File: src/core/mspi_pkg.sv
/*
  Shared constants and types for the multi-lane serial pin interface.
  Assumes every user names items as mspi_pkg::name, with no import.
*/
package mspi_pkg;
  localparam int BYTE_W = 8;
  localparam int LANES = 4;
  localparam int BUF_DEPTH = 2;
  localparam int SYNC_W = 6;
  localparam int CNT_W = 4;
  localparam logic [BYTE_W-1:0] TX_IDLE = 8'hFF;
  // pins at rest: select high, pulled-up lanes 2 and 3 high
  localparam logic [SYNC_W-1:0] SYNC_IDLE = 6'h1C;
  localparam logic [LANES-1:0] OE_NONE = 4'h0;
  localparam logic [LANES-1:0] OE_SINGLE = 4'h2;
  localparam logic [LANES-1:0] OE_DUAL = 4'h3;
  localparam logic [LANES-1:0] OE_QUAD = 4'hF;
  localparam logic [CNT_W-1:0] STEP_SINGLE = 4'h1;
  localparam logic [CNT_W-1:0] STEP_DUAL = 4'h2;
  localparam logic [CNT_W-1:0] STEP_QUAD = 4'h4;
  localparam int SO_LANE = 1;
  localparam int SI_LANE = 0;
  localparam int WP_LANE = 2;

  // lane usage, one-hot
  typedef enum logic [2:0] {
    MSPI_SINGLE = 3'h1,
    MSPI_DUAL = 3'h2,
    MSPI_QUAD = 3'h4
  } mspi_mode_t;
endpackage

File: src/core/mspi_buf_if.sv
/*
  Valid/ready carrier between the transmit buffer and its two neighbours.
  Assumes one producer on the write side and one consumer on the read side.
*/
`timescale 1ns/1ps
interface mspi_buf_if;
  logic [mspi_pkg::BYTE_W-1:0] wData;
  logic wValid;
  logic wReady;
  logic [mspi_pkg::BYTE_W-1:0] rData;
  logic rValid;
  logic rReady;

  modport store (
    input wData, wValid, rReady,
    output wReady, rData, rValid
  );
  modport user (
    output wData, wValid, rReady,
    input wReady, rData, rValid
  );
endinterface

File: src/core/mspi_buf.sv
/*
  Small flip-flop FIFO holding bytes waiting to be shifted out.
  Assumes a single clock; pops are ignored while empty.
*/
`timescale 1ns/1ps
module mspi_buf #(
  parameter int W = mspi_pkg::BYTE_W,
  parameter int D = mspi_pkg::BUF_DEPTH
) (
  // clock and reset
  input wire logic ref_clk,
  input wire logic rst,
  // both sides of the queue
  mspi_buf_if.store bus
);
  localparam int PW = (D > 1) ? $clog2(D) : 1;
  localparam int CW = $clog2(D + 1);
  localparam logic [PW-1:0] LAST = PW'(D - 1);
  localparam logic [CW-1:0] FULL = CW'(D);

  logic [W-1:0] mem_r [D];
  logic [PW-1:0] wPtr_r;
  logic [PW-1:0] rPtr_r;
  logic [CW-1:0] cnt_r;
  logic [CW-1:0] cnt_nxt;
  logic rdy_r;
  logic push;
  logic pop;

  assign push = bus.wValid && rdy_r;
  assign pop = bus.rReady && (cnt_r != '0);
  assign bus.wReady = rdy_r;
  assign bus.rValid = (cnt_r != '0);
  assign bus.rData = mem_r[rPtr_r];

  always_comb begin
    cnt_nxt = cnt_r;
    if (push && !pop) begin
      cnt_nxt = cnt_r + CW'(1);
    end else if (pop && !push) begin
      cnt_nxt = cnt_r - CW'(1);
    end
  end

  always_ff @(posedge ref_clk) begin
    if (push) begin
      mem_r[wPtr_r] <= bus.wData;
    end
  end

  always_ff @(posedge ref_clk or posedge rst) begin
    if (rst) begin
      wPtr_r <= '0;
      rPtr_r <= '0;
      cnt_r <= '0;
      rdy_r <= 1'b1;
    end else begin
      if (push) begin
        wPtr_r <= (wPtr_r == LAST) ? '0 : wPtr_r + PW'(1);
      end
      if (pop) begin
        rPtr_r <= (rPtr_r == LAST) ? '0 : rPtr_r + PW'(1);
      end
      cnt_r <= cnt_nxt;
      // ready from a flop so the writer never sees a combinational path
      rdy_r <= (cnt_nxt != FULL);
    end
  end

  no_overflow_a: assert property (@(posedge ref_clk) disable iff (rst)
    cnt_r <= FULL) else $error("transmit buffer count above depth");
endmodule

File: src/core/mspi_pins.sv
/*
  Pin-level engine of a serial flash: samples the link clock, select and
  four data lanes, shifts bytes in and out in single, dual or quad width.
  Assumes the command logic behind it sets lane mode and direction, and
  that the link clock is far slower than ref_clk (several samples a phase).
*/
`timescale 1ns/1ps
module mspi_pins (
  // clock and reset
  input wire logic ref_clk,
  input wire logic rst,
  // link pins
  input wire logic sckPin,
  input wire logic csPinN,
  input wire logic [mspi_pkg::LANES-1:0] ioIn,
  output logic [mspi_pkg::LANES-1:0] ioOut,
  output logic [mspi_pkg::LANES-1:0] ioOe,
  // control from command logic
  input wire mspi_pkg::mspi_mode_t laneMode,
  input wire logic dirOut,
  input wire logic quad_enable_bit,
  // received bytes
  output logic [mspi_pkg::BYTE_W-1:0] rxByte,
  output logic rxValid,
  // bytes to send
  input wire logic [mspi_pkg::BYTE_W-1:0] txByte,
  input wire logic txValid,
  output logic txReady,
  // hardware sector lock
  output logic sectorLock
);
  localparam int BW = mspi_pkg::BYTE_W;
  localparam int LW = mspi_pkg::LANES;
  localparam int CW = mspi_pkg::CNT_W;

  logic [mspi_pkg::SYNC_W-1:0] sync1_r;
  logic [mspi_pkg::SYNC_W-1:0] sync2_r;
  logic sckD_r;
  logic sckS;
  logic selected;
  logic [LW-1:0] ioS;
  logic sckRise;
  logic sckFall;
  mspi_pkg::mspi_mode_t effMode;
  logic [CW-1:0] step;
  logic rxOn;
  logic txOn;
  logic [CW-1:0] rxCnt_r;
  logic [CW-1:0] rxSum;
  logic [BW-1:0] rxShift_r;
  logic [BW-1:0] rxShift_nxt;
  logic [BW-1:0] rxByte_r;
  logic rxValid_r;
  logic [CW-1:0] txCnt_r;
  logic [CW-1:0] txSum;
  logic [BW-1:0] txShift_r;
  logic [BW-1:0] txWord;
  logic [LW-1:0] ioOut_r;
  logic [LW-1:0] ioOe_r;
  logic [LW-1:0] ioOe_nxt;
  logic sectorLock_r;
  logic txLoad;
  mspi_buf_if txq ();

  // two-stage synchroniser for everything arriving on pins
  always_ff @(posedge ref_clk or posedge rst) begin
    if (rst) begin
      // rest at idle pin levels, else release shows a false select and lock
      sync1_r <= mspi_pkg::SYNC_IDLE;
      sync2_r <= mspi_pkg::SYNC_IDLE;
      sckD_r <= 1'b0;
    end else begin
      sync1_r <= {sckPin, csPinN, ioIn};
      sync2_r <= sync1_r;
      sckD_r <= sckS;
    end
  end

  assign sckS = sync2_r[LW+1];
  assign selected = !sync2_r[LW];
  assign ioS = sync2_r[LW-1:0];
  assign sckRise = sckS && !sckD_r && selected;
  assign sckFall = !sckS && sckD_r && selected;

  assign effMode = (laneMode == mspi_pkg::MSPI_QUAD && !quad_enable_bit)
    ? mspi_pkg::MSPI_SINGLE : laneMode;

  always_comb begin
    case (effMode)
      mspi_pkg::MSPI_DUAL: step = mspi_pkg::STEP_DUAL;
      mspi_pkg::MSPI_QUAD: step = mspi_pkg::STEP_QUAD;
      default: step = mspi_pkg::STEP_SINGLE;
    endcase
  end

  // single width is full duplex; wider widths use one direction only
  assign rxOn = (effMode == mspi_pkg::MSPI_SINGLE) || !dirOut;
  assign txOn = (effMode == mspi_pkg::MSPI_SINGLE) || dirOut;
  assign rxSum = rxCnt_r + step;
  assign txSum = txCnt_r + step;

  // lane 0 is the lowest bit of each group
  always_comb begin
    case (effMode)
      mspi_pkg::MSPI_DUAL: rxShift_nxt = {rxShift_r[BW-3:0], ioS[1:0]};
      mspi_pkg::MSPI_QUAD: rxShift_nxt = {rxShift_r[BW-5:0], ioS};
      // single width listens on SI only
      default: rxShift_nxt = {rxShift_r[BW-2:0], ioS[mspi_pkg::SI_LANE]};
    endcase
  end

  always_ff @(posedge ref_clk or posedge rst) begin
    if (rst) begin
      rxCnt_r <= '0;
      rxShift_r <= '0;
      rxByte_r <= '0;
      rxValid_r <= 1'b0;
    end else begin
      rxValid_r <= 1'b0;
      if (!selected) begin
        rxCnt_r <= '0;
      end else if (sckRise && rxOn) begin
        rxShift_r <= rxShift_nxt;
        rxCnt_r <= rxSum[CW-1] ? '0 : rxSum;
        if (rxSum[CW-1]) begin
          rxByte_r <= rxShift_nxt;
          rxValid_r <= 1'b1;
        end
      end
    end
  end

  // transmit queue; idle pattern goes out when it runs dry
  assign txq.wData = txByte;
  assign txq.wValid = txValid;
  assign txLoad = sckFall && txOn && (txCnt_r == '0);
  assign txq.rReady = txLoad;
  assign txWord = txq.rValid ? txq.rData : mspi_pkg::TX_IDLE;

  mspi_buf #(
    .W(BW),
    .D(mspi_pkg::BUF_DEPTH)
  ) u_txbuf (
    .ref_clk(ref_clk),
    .rst(rst),
    .bus(txq)
  );

  // launch on falling edge, msb first
  always_ff @(posedge ref_clk or posedge rst) begin
    if (rst) begin
      txCnt_r <= '0;
      txShift_r <= '0;
      ioOut_r <= '0;
    end else if (!selected) begin
      txCnt_r <= '0;
    end else if (sckFall && txOn) begin
      txCnt_r <= txSum[CW-1] ? '0 : txSum;
      if (txLoad) begin
        txShift_r <= txWord << step;
      end else begin
        txShift_r <= txShift_r << step;
      end
      case (effMode)
        // SI and SO carry bits 0 and 1
        mspi_pkg::MSPI_DUAL:
          ioOut_r <= {2'h0, txLoad ? txWord[BW-1:BW-2] : txShift_r[BW-1:BW-2]};
        mspi_pkg::MSPI_QUAD:
          ioOut_r <= txLoad ? txWord[BW-1:BW-4] : txShift_r[BW-1:BW-4];
        default:
          ioOut_r <= {2'h0, txLoad ? txWord[BW-1] : txShift_r[BW-1], 1'b0};
      endcase
    end
  end

  // drive only in the output phase, release one ref_clk later otherwise
  always_comb begin
    ioOe_nxt = mspi_pkg::OE_NONE;
    if (selected) begin
      case (effMode)
        // dual output owns lanes 1:0, input owns none
        mspi_pkg::MSPI_DUAL: ioOe_nxt = dirOut ? mspi_pkg::OE_DUAL : mspi_pkg::OE_NONE;
        // quad input frees write-protect, output drives it
        mspi_pkg::MSPI_QUAD: ioOe_nxt = dirOut ? mspi_pkg::OE_QUAD : mspi_pkg::OE_NONE;
        default: ioOe_nxt = mspi_pkg::OE_SINGLE;
      endcase
    end
  end

  always_ff @(posedge ref_clk or posedge rst) begin
    if (rst) begin
      ioOe_r <= mspi_pkg::OE_NONE;
    end else begin
      ioOe_r <= ioOe_nxt;
    end
  end

  // low write-protect locks; frozen while the pin carries data
  always_ff @(posedge ref_clk or posedge rst) begin
    if (rst) begin
      sectorLock_r <= 1'b0;
    end else if (!(selected && effMode == mspi_pkg::MSPI_QUAD)) begin
      sectorLock_r <= !ioS[mspi_pkg::WP_LANE];
    end
  end

  assign ioOut = ioOut_r;
  assign ioOe = ioOe_r;
  assign rxByte = rxByte_r;
  assign rxValid = rxValid_r;
  assign txReady = txq.wReady;
  assign sectorLock = sectorLock_r;

  rise_capture_a: assert property (@(posedge ref_clk) disable iff (rst)
    rxValid_r |-> $past(sckRise)) else $error("byte completed without rising edge");
  fall_launch_a: assert property (@(posedge ref_clk) disable iff (rst)
    (ioOut_r != $past(ioOut_r)) |-> $past(sckFall)) else $error("output moved off falling edge");
  single_si_a: assert property (@(posedge ref_clk) disable iff (rst)
    (selected && effMode == mspi_pkg::MSPI_SINGLE) |=> ioOe_r == mspi_pkg::OE_SINGLE)
    else $error("single width drove a lane other than SO");
  dual_in_a: assert property (@(posedge ref_clk) disable iff (rst)
    (selected && effMode == mspi_pkg::MSPI_DUAL && !dirOut) |=> ioOe_r == mspi_pkg::OE_NONE)
    else $error("dual input still driving");
  dual_out_a: assert property (@(posedge ref_clk) disable iff (rst)
    (selected && effMode == mspi_pkg::MSPI_DUAL && dirOut) |=> ioOe_r == mspi_pkg::OE_DUAL)
    else $error("dual output lanes not driven");
  so_input_a: assert property (@(posedge ref_clk) disable iff (rst)
    (selected && effMode != mspi_pkg::MSPI_SINGLE && !dirOut) |=> !ioOe_r[mspi_pkg::SO_LANE])
    else $error("SO driven during wide input");
  so_output_a: assert property (@(posedge ref_clk) disable iff (rst)
    (selected && effMode != mspi_pkg::MSPI_SINGLE && dirOut) |=> ioOe_r[mspi_pkg::SO_LANE])
    else $error("SO not driven during wide output");
  desel_ignore_a: assert property (@(posedge ref_clk) disable iff (rst)
    !selected |=> (rxCnt_r == '0) && !rxValid_r) else $error("input taken while deselected");
  desel_release_a: assert property (@(posedge ref_clk) disable iff (rst)
    !selected |=> ioOe_r == mspi_pkg::OE_NONE) else $error("lane driven while deselected");
  quad_in_a: assert property (@(posedge ref_clk) disable iff (rst)
    (selected && effMode == mspi_pkg::MSPI_QUAD && !dirOut) |=> !ioOe_r[mspi_pkg::WP_LANE])
    else $error("write-protect driven during quad input");
  quad_out_a: assert property (@(posedge ref_clk) disable iff (rst)
    (selected && effMode == mspi_pkg::MSPI_QUAD && dirOut) |=> ioOe_r == mspi_pkg::OE_QUAD)
    else $error("quad output lanes not driven");
  wp_gate_a: assert property (@(posedge ref_clk) disable iff (rst)
    !quad_enable_bit |=> !ioOe_r[mspi_pkg::WP_LANE])
    else $error("write-protect used without enable");
  wp_lock_a: assert property (@(posedge ref_clk) disable iff (rst)
    !(selected && effMode == mspi_pkg::MSPI_QUAD)
    |=> sectorLock_r == !$past(ioS[mspi_pkg::WP_LANE]))
    else $error("sector lock does not follow write-protect");
endmodule

File: config.mk
export PLATFORM = sky130hd
export DESIGN_NAME = mspi_pins
export DESIGN_NICKNAME = d
export VERILOG_FILES = /design/src/core/mspi_pkg.sv /design/src/core/mspi_buf_if.sv /design/src/core/mspi_buf.sv /design/src/core/mspi_pins.sv
export SDC_FILE = /design/constraint.sdc
export NUM_CORES = 1
export LEC_CHECK = 0
export ABC_AREA = 1
export BUFFER_PORTS_ARGS = -buffer_cell sky130_fd_sc_hd__buf_2
export CAP_MARGIN = 20
export CORE_MARGIN = 8
export CORE_UTILIZATION = 58
export DETAILED_ROUTE_END_ITERATION = 10
export GPL_ROUTABILITY_DRIVEN = 0
export PLACE_DENSITY = 0.82
export REMOVE_ABC_BUFFERS = 1
export SLEW_MARGIN = 15
export SYNTH_ARGS = -nofsm -noshare
export SYNTH_HDL_FRONTEND = slang
export SYNTH_SLANG_ARGS = --single-unit
File: constraint.sdc
create_clock -name ref_clk -period 2.44 [get_ports ref_clk]
set_clock_uncertainty 0.05 [all_clocks]
set_input_delay 0.122 -clock ref_clk [delete_from_list [all_inputs] [get_ports ref_clk]]
set_output_delay 0.122 -clock ref_clk [all_outputs]
set_load 0.005 [all_outputs]
==> metrics.yaml, run 1 <==
power:
  p_per_area_nw_per_um2: 815
  power_w: 0.00323
  vdd_drop_max_mv: 0.584
  cellLeakagePower_nw: 2.03
synthesis:
  synth_area_per_cell_sq_um: 9.44
  postSynth.asyncResetShare: 0.778
  synth_top_cell_by_area: "dfrtp_1"
  yosysWarnings: 0
  synth_ff_type: "dfrtp_1"
  synthCells: 351
  netlist_area_sq_um: 3310
  synthDominantCellAreaShare: 0.370
  ys_types: 40
  synth_seq_cells: 72
  synth-edff-count: 16
  seq_area_frac_synth: 0.570
  synth_area_leaders: "dfrtp_1, edfxtp_1, nand2_1, dfstp_2, nand3_1"
layout:
  antenna_cells: 0
  ff_latch_area_sq_um: 1890
  multiInputGateArea_sq_um: 1200
  syn2layout_area_growth_pct: 19.6
  fill_cells: 402
  final_common_cell: "nand2_1"
  layout_common_cells: "nand2_1, dfrtp_1, buf_2, inv_1, nand3_1"
  drive_gt1_frac: 0.207
  fin_nets: 444
min_path:
  hold_class: "primary input to flip-flop"
floorplan:
  io_pins: 41
  die_h_um: 91.6
  die_x_um: 91.6
  core_area_sq_um: 5510
  start_util: 0.602
  die-area_sq_um: 8390
  num_rows: 27
clock_network:
  ctsResizeCount: 0
  clockBufferDepth: 2
  path_clk_slew_ns: 0.07
  cts_sinks: 72
  cts-root-buf: "clkbuf_8"
  numCtsBuffers: 9
  cts_max_level: 3
  worstSkewPairLatency_ns: 0.35
  cts_tree: "built"
run_status:
  status: "complete, no violations"
timing:
  max_freq_mhz: 539
  setup_viol: 0
  drv_slew: 0
  hold_viol_final: 0
  min_period_over_period: 0.761
  holdWs_ns: 0.0824
  setup-tns-final_ns: 0
  layout_setup_ws_ns: 0.583
  min_period_ns: 1.86
  worst_pin_slew_ns: 0.729
  slew-limit-headroom: 0.513
  rsz0062_at_grt: "no"
place:
  dpl_worst_slack_ns: 0.292
  port_buffers: 40
  dp_hpwl_um: 5000
routing:
  drt_pre_antenna_iters: 5
  dr_total_vias: 2642
  vias_per_cell: 5.37
  routedWlPerCell_um: 14.4
  totalWireLength_um: 7080
  drtIter0Drc: 196
  ant_nets: 0
  drc: 0
global_routing:
  grt_pass1_wl_um: 12100
  grt_max_degree: 38
  overflow: 0
  antenna_found_initial: 0
  grt_pass1_vias: 2701
  gr-usage-all-layers: 0.180
worst_setup_path:
  worst-path-max-fanout: 13
  cp-start-kind: "primary input"
  setup.worst_path.end_class: "flip-flop"
  cp.required_ns: 2.62
  cp.arrival_ns: 2.04
  path_class: "primary input to flip-flop"
run:
  max-cap-violations: 0
[final timing paths]
| path | from | to | slack [ns] | cells past startpoint |
|---|---|---|---|---|
| max | laneMode[2] | rxByte[4] | 0.58 | 14 |
| min | dirOut | ioOe[2] | 0.08 | 3 |
| max reg2reg | txCnt_r[1] | txShift_r[5] | 0.70 | 8 |
| min reg2reg | sync1_r[5] | sync2_r[5] | 0.30 | 0 |
| max in group asynchronous | rst | sync2_r[4] | 1.20 | 4 |
| min in group asynchronous | rst | u_txbuf.wPtr_r | 0.39 | 3 |
[sequential cells by signal (all words and copies together) (netlist names), 2 cells and up]
| signal | cells |
|---|---|
| ioOe | 3 |
| rxShift_r | 7 |
| rxCnt_r | 3 |
| u_txbuf.cnt_r | 2 |
| ioOut | 4 |
| sync1_r | 6 |
| sync2_r | 6 |
| txCnt_r | 3 |
| txShift_r | 8 |
| rxByte | 8 |
| u_txbuf.mem_r | 16 |
[layer usage]
layer	global-route usage	part of all wire
met1	0.198	0.42
met3	0.0543	0.056
met2	0.309	0.50
met4	0.0928	0.026
met5	0	0
[logic make-up (layout without fill, tap and decap cells)]
kind of cell	count (synthesis)	in the layout	synth area share
AND/OR/NAND/NOR	182	182	0.261
flip-flops	72	72	0.570
buffers and inverters	51	120	0.0668
AO/OA/AOI/OAI	35	35	0.0649
adder cells (fa/ha/maj)	7	7	0.0264
XOR/XNOR	4	4	0.0106
[report_power, final]
group	internal (W)	total [W]	switching (W)	leakage (nW)
clock network	0.000566	0.00103	0.000460	0.111
registers	0.00143	0.00154	0.000105	0.856
logic	0.000241	0.000666	0.000425	1.07
total	0.00224	0.00323	0.000991	2.03
[synthesized netlist by cell type (3+ instances only)]
master,count
nand2_1,111
dfrtp_1,49
inv_1,38
nand3_1,30
edfxtp_1,16
nor2_1,15
nand4_1,10
o21ai_0,8
dfstp_2,7
ha_1,7
o21ai_1,7
a21oi_1,6
o221ai_1,4
buf_2,3
buf_4,3
inv_2,3
nor3_4,3
o22ai_1,3
[worst max-delay path, stage by stage]
cell and delay, ns:
buf_2 0.14, nor3_4 0.39, inv_2 0.16, nand2_1 0.13, inv_2 0.05, ha_1 0.19
inv_1 0.05, nand2_1 0.06, a31oi_2 0.20, inv_1 0.08, nand2_2 0.18, inv_1 0.13
nand2_1 0.08, nand2_1 0.06
[through the flow]
stage | area (sq um) | cells | utilization
2_1_floorplan | 3250 | 343 | -
3_3_place_gp | 3590 | 461 | 0.652
3_5_place_dp | 3590 | 461 | 0.652
4_1_cts | 3960 | 492 | 0.720
5_1_grt | 3960 | 492 | 0.720
6_report | 3960 | 492 | 0.720
[cell type report]
cell class / count / area share
flip-flops and latches: 72 / 0.477
repair buffers: 61 / 0.0997
clock inverters: 5 / 0.0155
inverters: 43 / 0.0407
well taps: 72 / 0.0227
clock buffers: 11 / 0.0410
multi-input cells: 228 / 0.303
[repair_timing]
| item | in CTS | in global routing |
|---|---|---|
| hold buffers | 15 | 0 |
| endpoints found under the hold margin | 52 | 0 |
| setup buffers | 0 | 0 |
No activity file was read; power rests on OpenSTA's default activity.
==> inputs of run 2 (changes only) <==
--- a/config.mk
+++ b/config.mk
@@ -9,10 +9,10 @@
 export BUFFER_PORTS_ARGS = -buffer_cell sky130_fd_sc_hd__buf_2
 export CAP_MARGIN = 20
 export CORE_MARGIN = 8
-export CORE_UTILIZATION = 58
+export CORE_UTILIZATION = 52
 export DETAILED_ROUTE_END_ITERATION = 10
 export GPL_ROUTABILITY_DRIVEN = 0
-export PLACE_DENSITY = 0.82
+export PLACE_DENSITY = 0.78
 export REMOVE_ABC_BUFFERS = 1
 export SLEW_MARGIN = 15
 export SYNTH_ARGS = -nofsm -noshare
==> constraint.sdc (replaced) <==
create_clock -name ref_clk -period 1.6 [get_ports ref_clk]
set_clock_uncertainty 0.05 [all_clocks]
set_input_delay 0.08 -clock ref_clk [delete_from_list [all_inputs] [get_ports ref_clk]]
set_output_delay 0.08 -clock ref_clk [all_outputs]
set_load 0.005 [all_outputs]
==> metrics.yaml, run 2 (synthesis results as in run 1) <==
layout:
  instances_no_fill: 524  # +6.5%
  multiInputGateArea_sq_um: 1250  # +4.0%
  layout_common_cells: "nand2_1, dfrtp_1, buf_2, inv_1, nand3_1"
  fill_cells: 474  # +18%
  drive_gt1_frac: 0.275  # +0.0680
  largest_reg_flops: 16  # unchanged
  syn2layout_area_growth_pct: 27.7
  fin_nets: 471  # +6.1%
  largest_register: "u_txbuf.mem_r"
  final_common_cell: "nand2_1"
  ff_latch_area_sq_um: 1890  # unchanged
  antenna_cells: 0  # unchanged
floorplan:
  start_util: 0.531  # -0.0708
  num_rows: 29  # +7.4%
  die_x_um: 95.8  # +4.6%
  die_h_um: 95.8  # +4.6%
  die-area_sq_um: 9180  # +9.5%
  core_area_sq_um: 6240  # +13%
  io_pins: 41  # unchanged
clock_network:
  cts-root-buf: "clkbuf_8"
  path_clk_slew_ns: 0.07  # about the same
  worstSkewPairLatency_ns: 0.34  # about the same
  cts_sinks: 72  # unchanged
  numCtsBuffers: 9  # unchanged
  cts_tree: "built"
  clockBufferDepth: 2  # unchanged
  cts_max_level: 3  # unchanged
routing:
  drc: 0  # unchanged
  routedWlPerCell_um: 13.6  # -5.7%
  dr_total_vias: 2673  # +1.2%
  ant_nets: 0  # unchanged
  totalWireLength_um: 7110  # +0.45%
  drt_pre_antenna_iters: 4  # -1
  drtIter0Drc: 181  # -7.7%
  vias_per_cell: 5.10  # -5.0%
timing:
  setup_viol: 0  # unchanged
  min_period_ns: 1.57
  hold_viol_final: 0  # unchanged
  slew-limit-headroom: 0.800  # +0.287
  max_freq_mhz: 635
  worst_pin_slew_ns: 0.299  # -0.429 ns
  min_period_over_period: 0.984
  rsz0062_at_grt: "yes"
  drv_slew: 0  # unchanged
global_routing:
  antenna_found_initial: 0  # unchanged
  grt_pass1_wl_um: 12100  # -0.40%
  gr-usage-all-layers: 0.170  # -0.0107
  grt_pass1_vias: 2713  # +0.44%
  grtUsageMet2: 0.279  # -0.0297
  use_met3: 0.0523  # -0.00206
  gr-max-usage-layer: "met2"
  overflow: 0  # unchanged
  grt_max_degree: 57  # +50%
  use_met1: 0.200  # +0.00265
place:
  dp.cells: 486  # +5.4%
  port_buffers: 40  # unchanged
  dp_hpwl_um: 4890  # -2.1%
worst_setup_path:
  slowest_stage: "dfstp_2"
  setup.worst_path.end_class: "flip-flop"
  cp-start-kind: "flip-flop"
  cp.required_ns: 1.80  # -0.82 ns
  max_stage_delay_ns: 0.60  # +0.21 ns
  cp.buffers_inverters: 3  # -3
  worst-path-max-fanout: 11  # -2
  path_class: "flip-flop to flip-flop"
  crit_chain: "nor3_4, buf_12, nand2_4, inv_1, buf_4, o31ai_1"
  cp.arrival_ns: 1.77  # -0.27 ns
  path_delay_family: "flip-flops"
power:
  vdd_drop_max_mv: 1.10  # +88%
  p_per_area_nw_per_um2: 1170  # +44%
  power_w: 0.00495  # +53%
  cellLeakagePower_nw: 2.16  # +6.0%
min_path:
  hold_class: "primary input to flip-flop"
run:
  max-cap-violations: 0  # unchanged
run_status:
  status: "complete, no violations"
[run 2: cell type report]
type / instances / area share
Clock buffer: 13 / 0.0352
Multi-Input combinational cell: 229 / 0.295
Tap cell: 77 / 0.0228
Clock inverter: 3 / 0.0100
Timing Repair Buffer: 87 / 0.151
Inverter: 43 / 0.0390
Sequential cell: 72 / 0.447
[run 2: repair_timing]
item,in CTS,in global routing
hold endpoints to repair,76,0
gates cloned,0,1
pin swaps,0,7
hold buffers,15,0
resized for setup,1,13
endpoints found under the setup margin,1,17
setup buffers,0,6
[run 2: per-stage QoR]
step	utilization	TNS, ns	cell area (sq um)	worst slack [ns]	hold WS, ns
final	0.678	0	4230	0.0257	0.0400
after global routing	0.678	-0.123	4230	-0.0343	0.0583
after CTS	0.663	0	4140	0.0169	0.0206
after detailed placement	0.608	-0.289	3800	-0.0906	0.106
after global placement	0.608	-0.0378	3800	-0.0378	0.101
after floorplan	-	-0.964	3250	-0.154	0.0345
[run 2: final timing paths]
kind / start / end / slack [ns] / cells after the start
hold / removal: dirOut / ioOe[2] / 0.04 / 3
min in group asynchronous: rst / rxByte[0] / 0.28 / 4
max in group asynchronous: rst / sync2_r[4] / 0.91 / 4
hold reg to reg: sync1_r[0] / sync2_r[0] / 0.30 / 0
setup / recovery: sync2_r[4] / txCnt_r[1] / 0.03 / 6
setup reg to reg: sync2_r[4] / txCnt_r[1] / 0.03 / 6
[run 2: worst min-delay path, cell delays in order]
cell and delay, ns:
buf_2 0.09, inv_1 0.10, nor2_1 0.12
[run 2: where the power goes]
group,total (W),switching [W],internal [W]
clock network,0.00140,0.000637,0.000763
registers,0.00232,0.000138,0.00218
logic,0.00123,0.000716,0.000515
total,0.00495,0.00149,0.00346
[run 2: metal layers]
metal | up-vias | share of wire
li1 | 1334 | -
met1 | 1250 | 0.43
met2 | 81 | 0.49
met3 | 8 | 0.066
met4 | 0 | 0.012
met5 | - | 0
==> inputs of run 3 (changes only) <==
--- a/config.mk
+++ b/config.mk
@@ -9,10 +9,10 @@
 export BUFFER_PORTS_ARGS = -buffer_cell sky130_fd_sc_hd__buf_2
 export CAP_MARGIN = 20
 export CORE_MARGIN = 8
-export CORE_UTILIZATION = 52
+export CORE_UTILIZATION = 50
 export DETAILED_ROUTE_END_ITERATION = 10
 export GPL_ROUTABILITY_DRIVEN = 0
-export PLACE_DENSITY = 0.78
+export PLACE_DENSITY = 0.75
 export REMOVE_ABC_BUFFERS = 1
 export SLEW_MARGIN = 15
 export SYNTH_ARGS = -nofsm -noshare
==> metrics.yaml, run 3 (synthesis results as in run 1) <==
place:
  dpl_worst_slack_ns: -0.125  # -0.0348 ns
  port_buffers: 40  # unchanged
  dp_hpwl_um: 5010  # +2.4%
worst_setup_path:
  worst-path-max-fanout: 10  # -1
  cp.required_ns: 1.77  # -0.03 ns
  cp-start-kind: "flip-flop"
  path_class: "flip-flop to flip-flop"
  cp.arrival_ns: 1.75  # -0.02 ns
  setup.worst_path.end_class: "flip-flop"
run:
  max-cap-violations: 0  # unchanged
routing:
  ant_nets: 0  # unchanged
  drtIter0Drc: 207  # +14%
  totalWireLength_um: 7280  # +2.3%
  drc: 0  # unchanged
  vias_per_cell: 5.23  # +2.4%
  routedWlPerCell_um: 13.7  # +0.97%
  drt_pre_antenna_iters: 5  # +1
  dr_total_vias: 2775  # +3.8%
layout:
  fin_nets: 478  # +1.5%
  fill_cells: 501  # +5.7%
  largest_register: "u_txbuf.mem_r"
  multiInputGateArea_sq_um: 1250  # unchanged
  largest_reg_flops: 16  # unchanged
  antenna_cells: 0  # unchanged
  final_core_util: 0.677  # -0.00151
  ff_latch_area_sq_um: 1890  # about the same
  drive_gt1_frac: 0.304  # +0.0288
  layout_common_cells: "nand2_1, dfrtp_1, buf_2, inv_1, buf_4"
  final_common_cell: "nand2_1"
  syn2layout_area_growth_pct: 30.4
timing:
  drv_slew: 0  # unchanged
  rsz0062_at_grt: "yes"
  worst_pin_slew_ns: 0.372  # +0.0721 ns
  slew-limit-headroom: 0.751  # -0.0490
  hold_viol_final: 0  # unchanged
  min_period_over_period: 0.987  # +0.00291
  max_freq_mhz: 633  # -0.30%
  layout_setup_ws_ns: 0.0211  # -0.00466 ns
  min_period_ns: 1.58  # +0.00466 ns
  setup_viol: 0  # unchanged
clock_network:
  cts_max_level: 3  # unchanged
  clockBufferDepth: 2  # unchanged
  path_clk_slew_ns: 0.07  # about the same
  cts_tree: "built"
  numCtsBuffers: 9  # unchanged
  cts_sinks: 72  # unchanged
  cts-root-buf: "clkbuf_8"
  worstSkewPairLatency_ns: 0.35  # about the same
min_path:
  hold_class: "primary input to flip-flop"
floorplan:
  start_util: 0.519  # -0.0121
  die-area_sq_um: 9490  # +3.3%
  num_rows: 29  # unchanged
  core_area_sq_um: 6390  # +2.3%
  io_pins: 41  # unchanged
  die_x_um: 97.4  # +1.6%
  die_h_um: 97.4  # +1.6%
run_status:
  status: "complete, no violations"
global_routing:
  grt_max_degree: 57  # unchanged
  grt_pass1_vias: 2730  # +0.63%
  overflow: 0  # unchanged
  grt_pass1_wl_um: 12000  # -0.80%
  antenna_found_initial: 0  # unchanged
  gr-usage-all-layers: 0.151  # -0.0181
power:
  cellLeakagePower_nw: 2.21  # +2.6%
  p_per_area_nw_per_um2: 1220  # +4.2%
  power_w: 0.00527  # +6.4%
  vdd_drop_max_mv: 0.930  # -15%
## run 3: cell count changes in the layout (fill, tap and decap cells not counted), sizes merged
cell and delta:
clkbuf -2, inv -1, clkinv +2, bufinv +1, buf +7
## run 3: timing repair
| action | CTS | global route |
|---|---|---|
| endpoints found under the setup margin | 1 | 14 |
| resized for setup | 1 | 23 |
| endpoints found under the hold margin | 76 | 0 |
| setup buffers | 0 | 12 |
| hold buffers | 15 | 0 |
| cloned | 0 | 2 |
| pin swaps | 0 | 14 |
## run 3: worst paths after layout
kind	endpoint	slack [ns]	cells past startpoint	from
setup / recovery	txShift_r[7]	0.02	8	sync2_r[4]
setup reg to reg	txShift_r[7]	0.02	8	sync2_r[4]
min in group asynchronous	u_txbuf.cnt_r[1]	0.27	4	rst
max in group asynchronous	sync2_r[4]	0.92	4	rst
hold reg to reg	sync2_r[5]	0.30	0	sync1_r[5]
hold / removal	ioOe[2]	0.02	3	dirOut
## run 3: critical path: stages (launching register included)
cell        delay [ns]
dfstp_2           0.38
nor3_4            0.25
buf_6             0.14
nand2_4           0.09
clkinvlp_4        0.14
buf_4             0.13
nor2_1            0.04
a21oi_1           0.12
nand3_1           0.10
## run 3: layout make-up
class,count,share of cell area
well taps,77,0.0223
clock buffers,11,0.0353
inverters,43,0.0391
flip-flops and latches,72,0.438
multi-input cells,229,0.289
repair buffers,94,0.158
clock inverters,5,0.0182
## run 3: where the power goes
| group | switching [W] | internal (W) |
|---|---|---|
| logic | 0.000750 | 0.000562 |
| clock network | 0.000658 | 0.000970 |
| registers | 0.000142 | 0.00218 |
## run 3: metal layers
metal,track usage,vias to the layer above,wire [um]
li1,-,1357,-
met1,0.167,1296,3050
met2,0.263,98,3590
met3,0.0420,24,444
met4,0.0711,0,190
met5,0,-,0
## run 3: per-stage QoR
stage,setup TNS (ns),std cells,cell area (sq um),hold slack [ns]
global route,-0.325,531,4320,0.0431
detailed placement,-0.452,486,3770,0.102
finish,0,531,4320,0.0230
global placement,-0.0610,486,3770,0.100
floorplan,-0.964,343,3250,0.0345
CTS,0,517,4160,0.0257
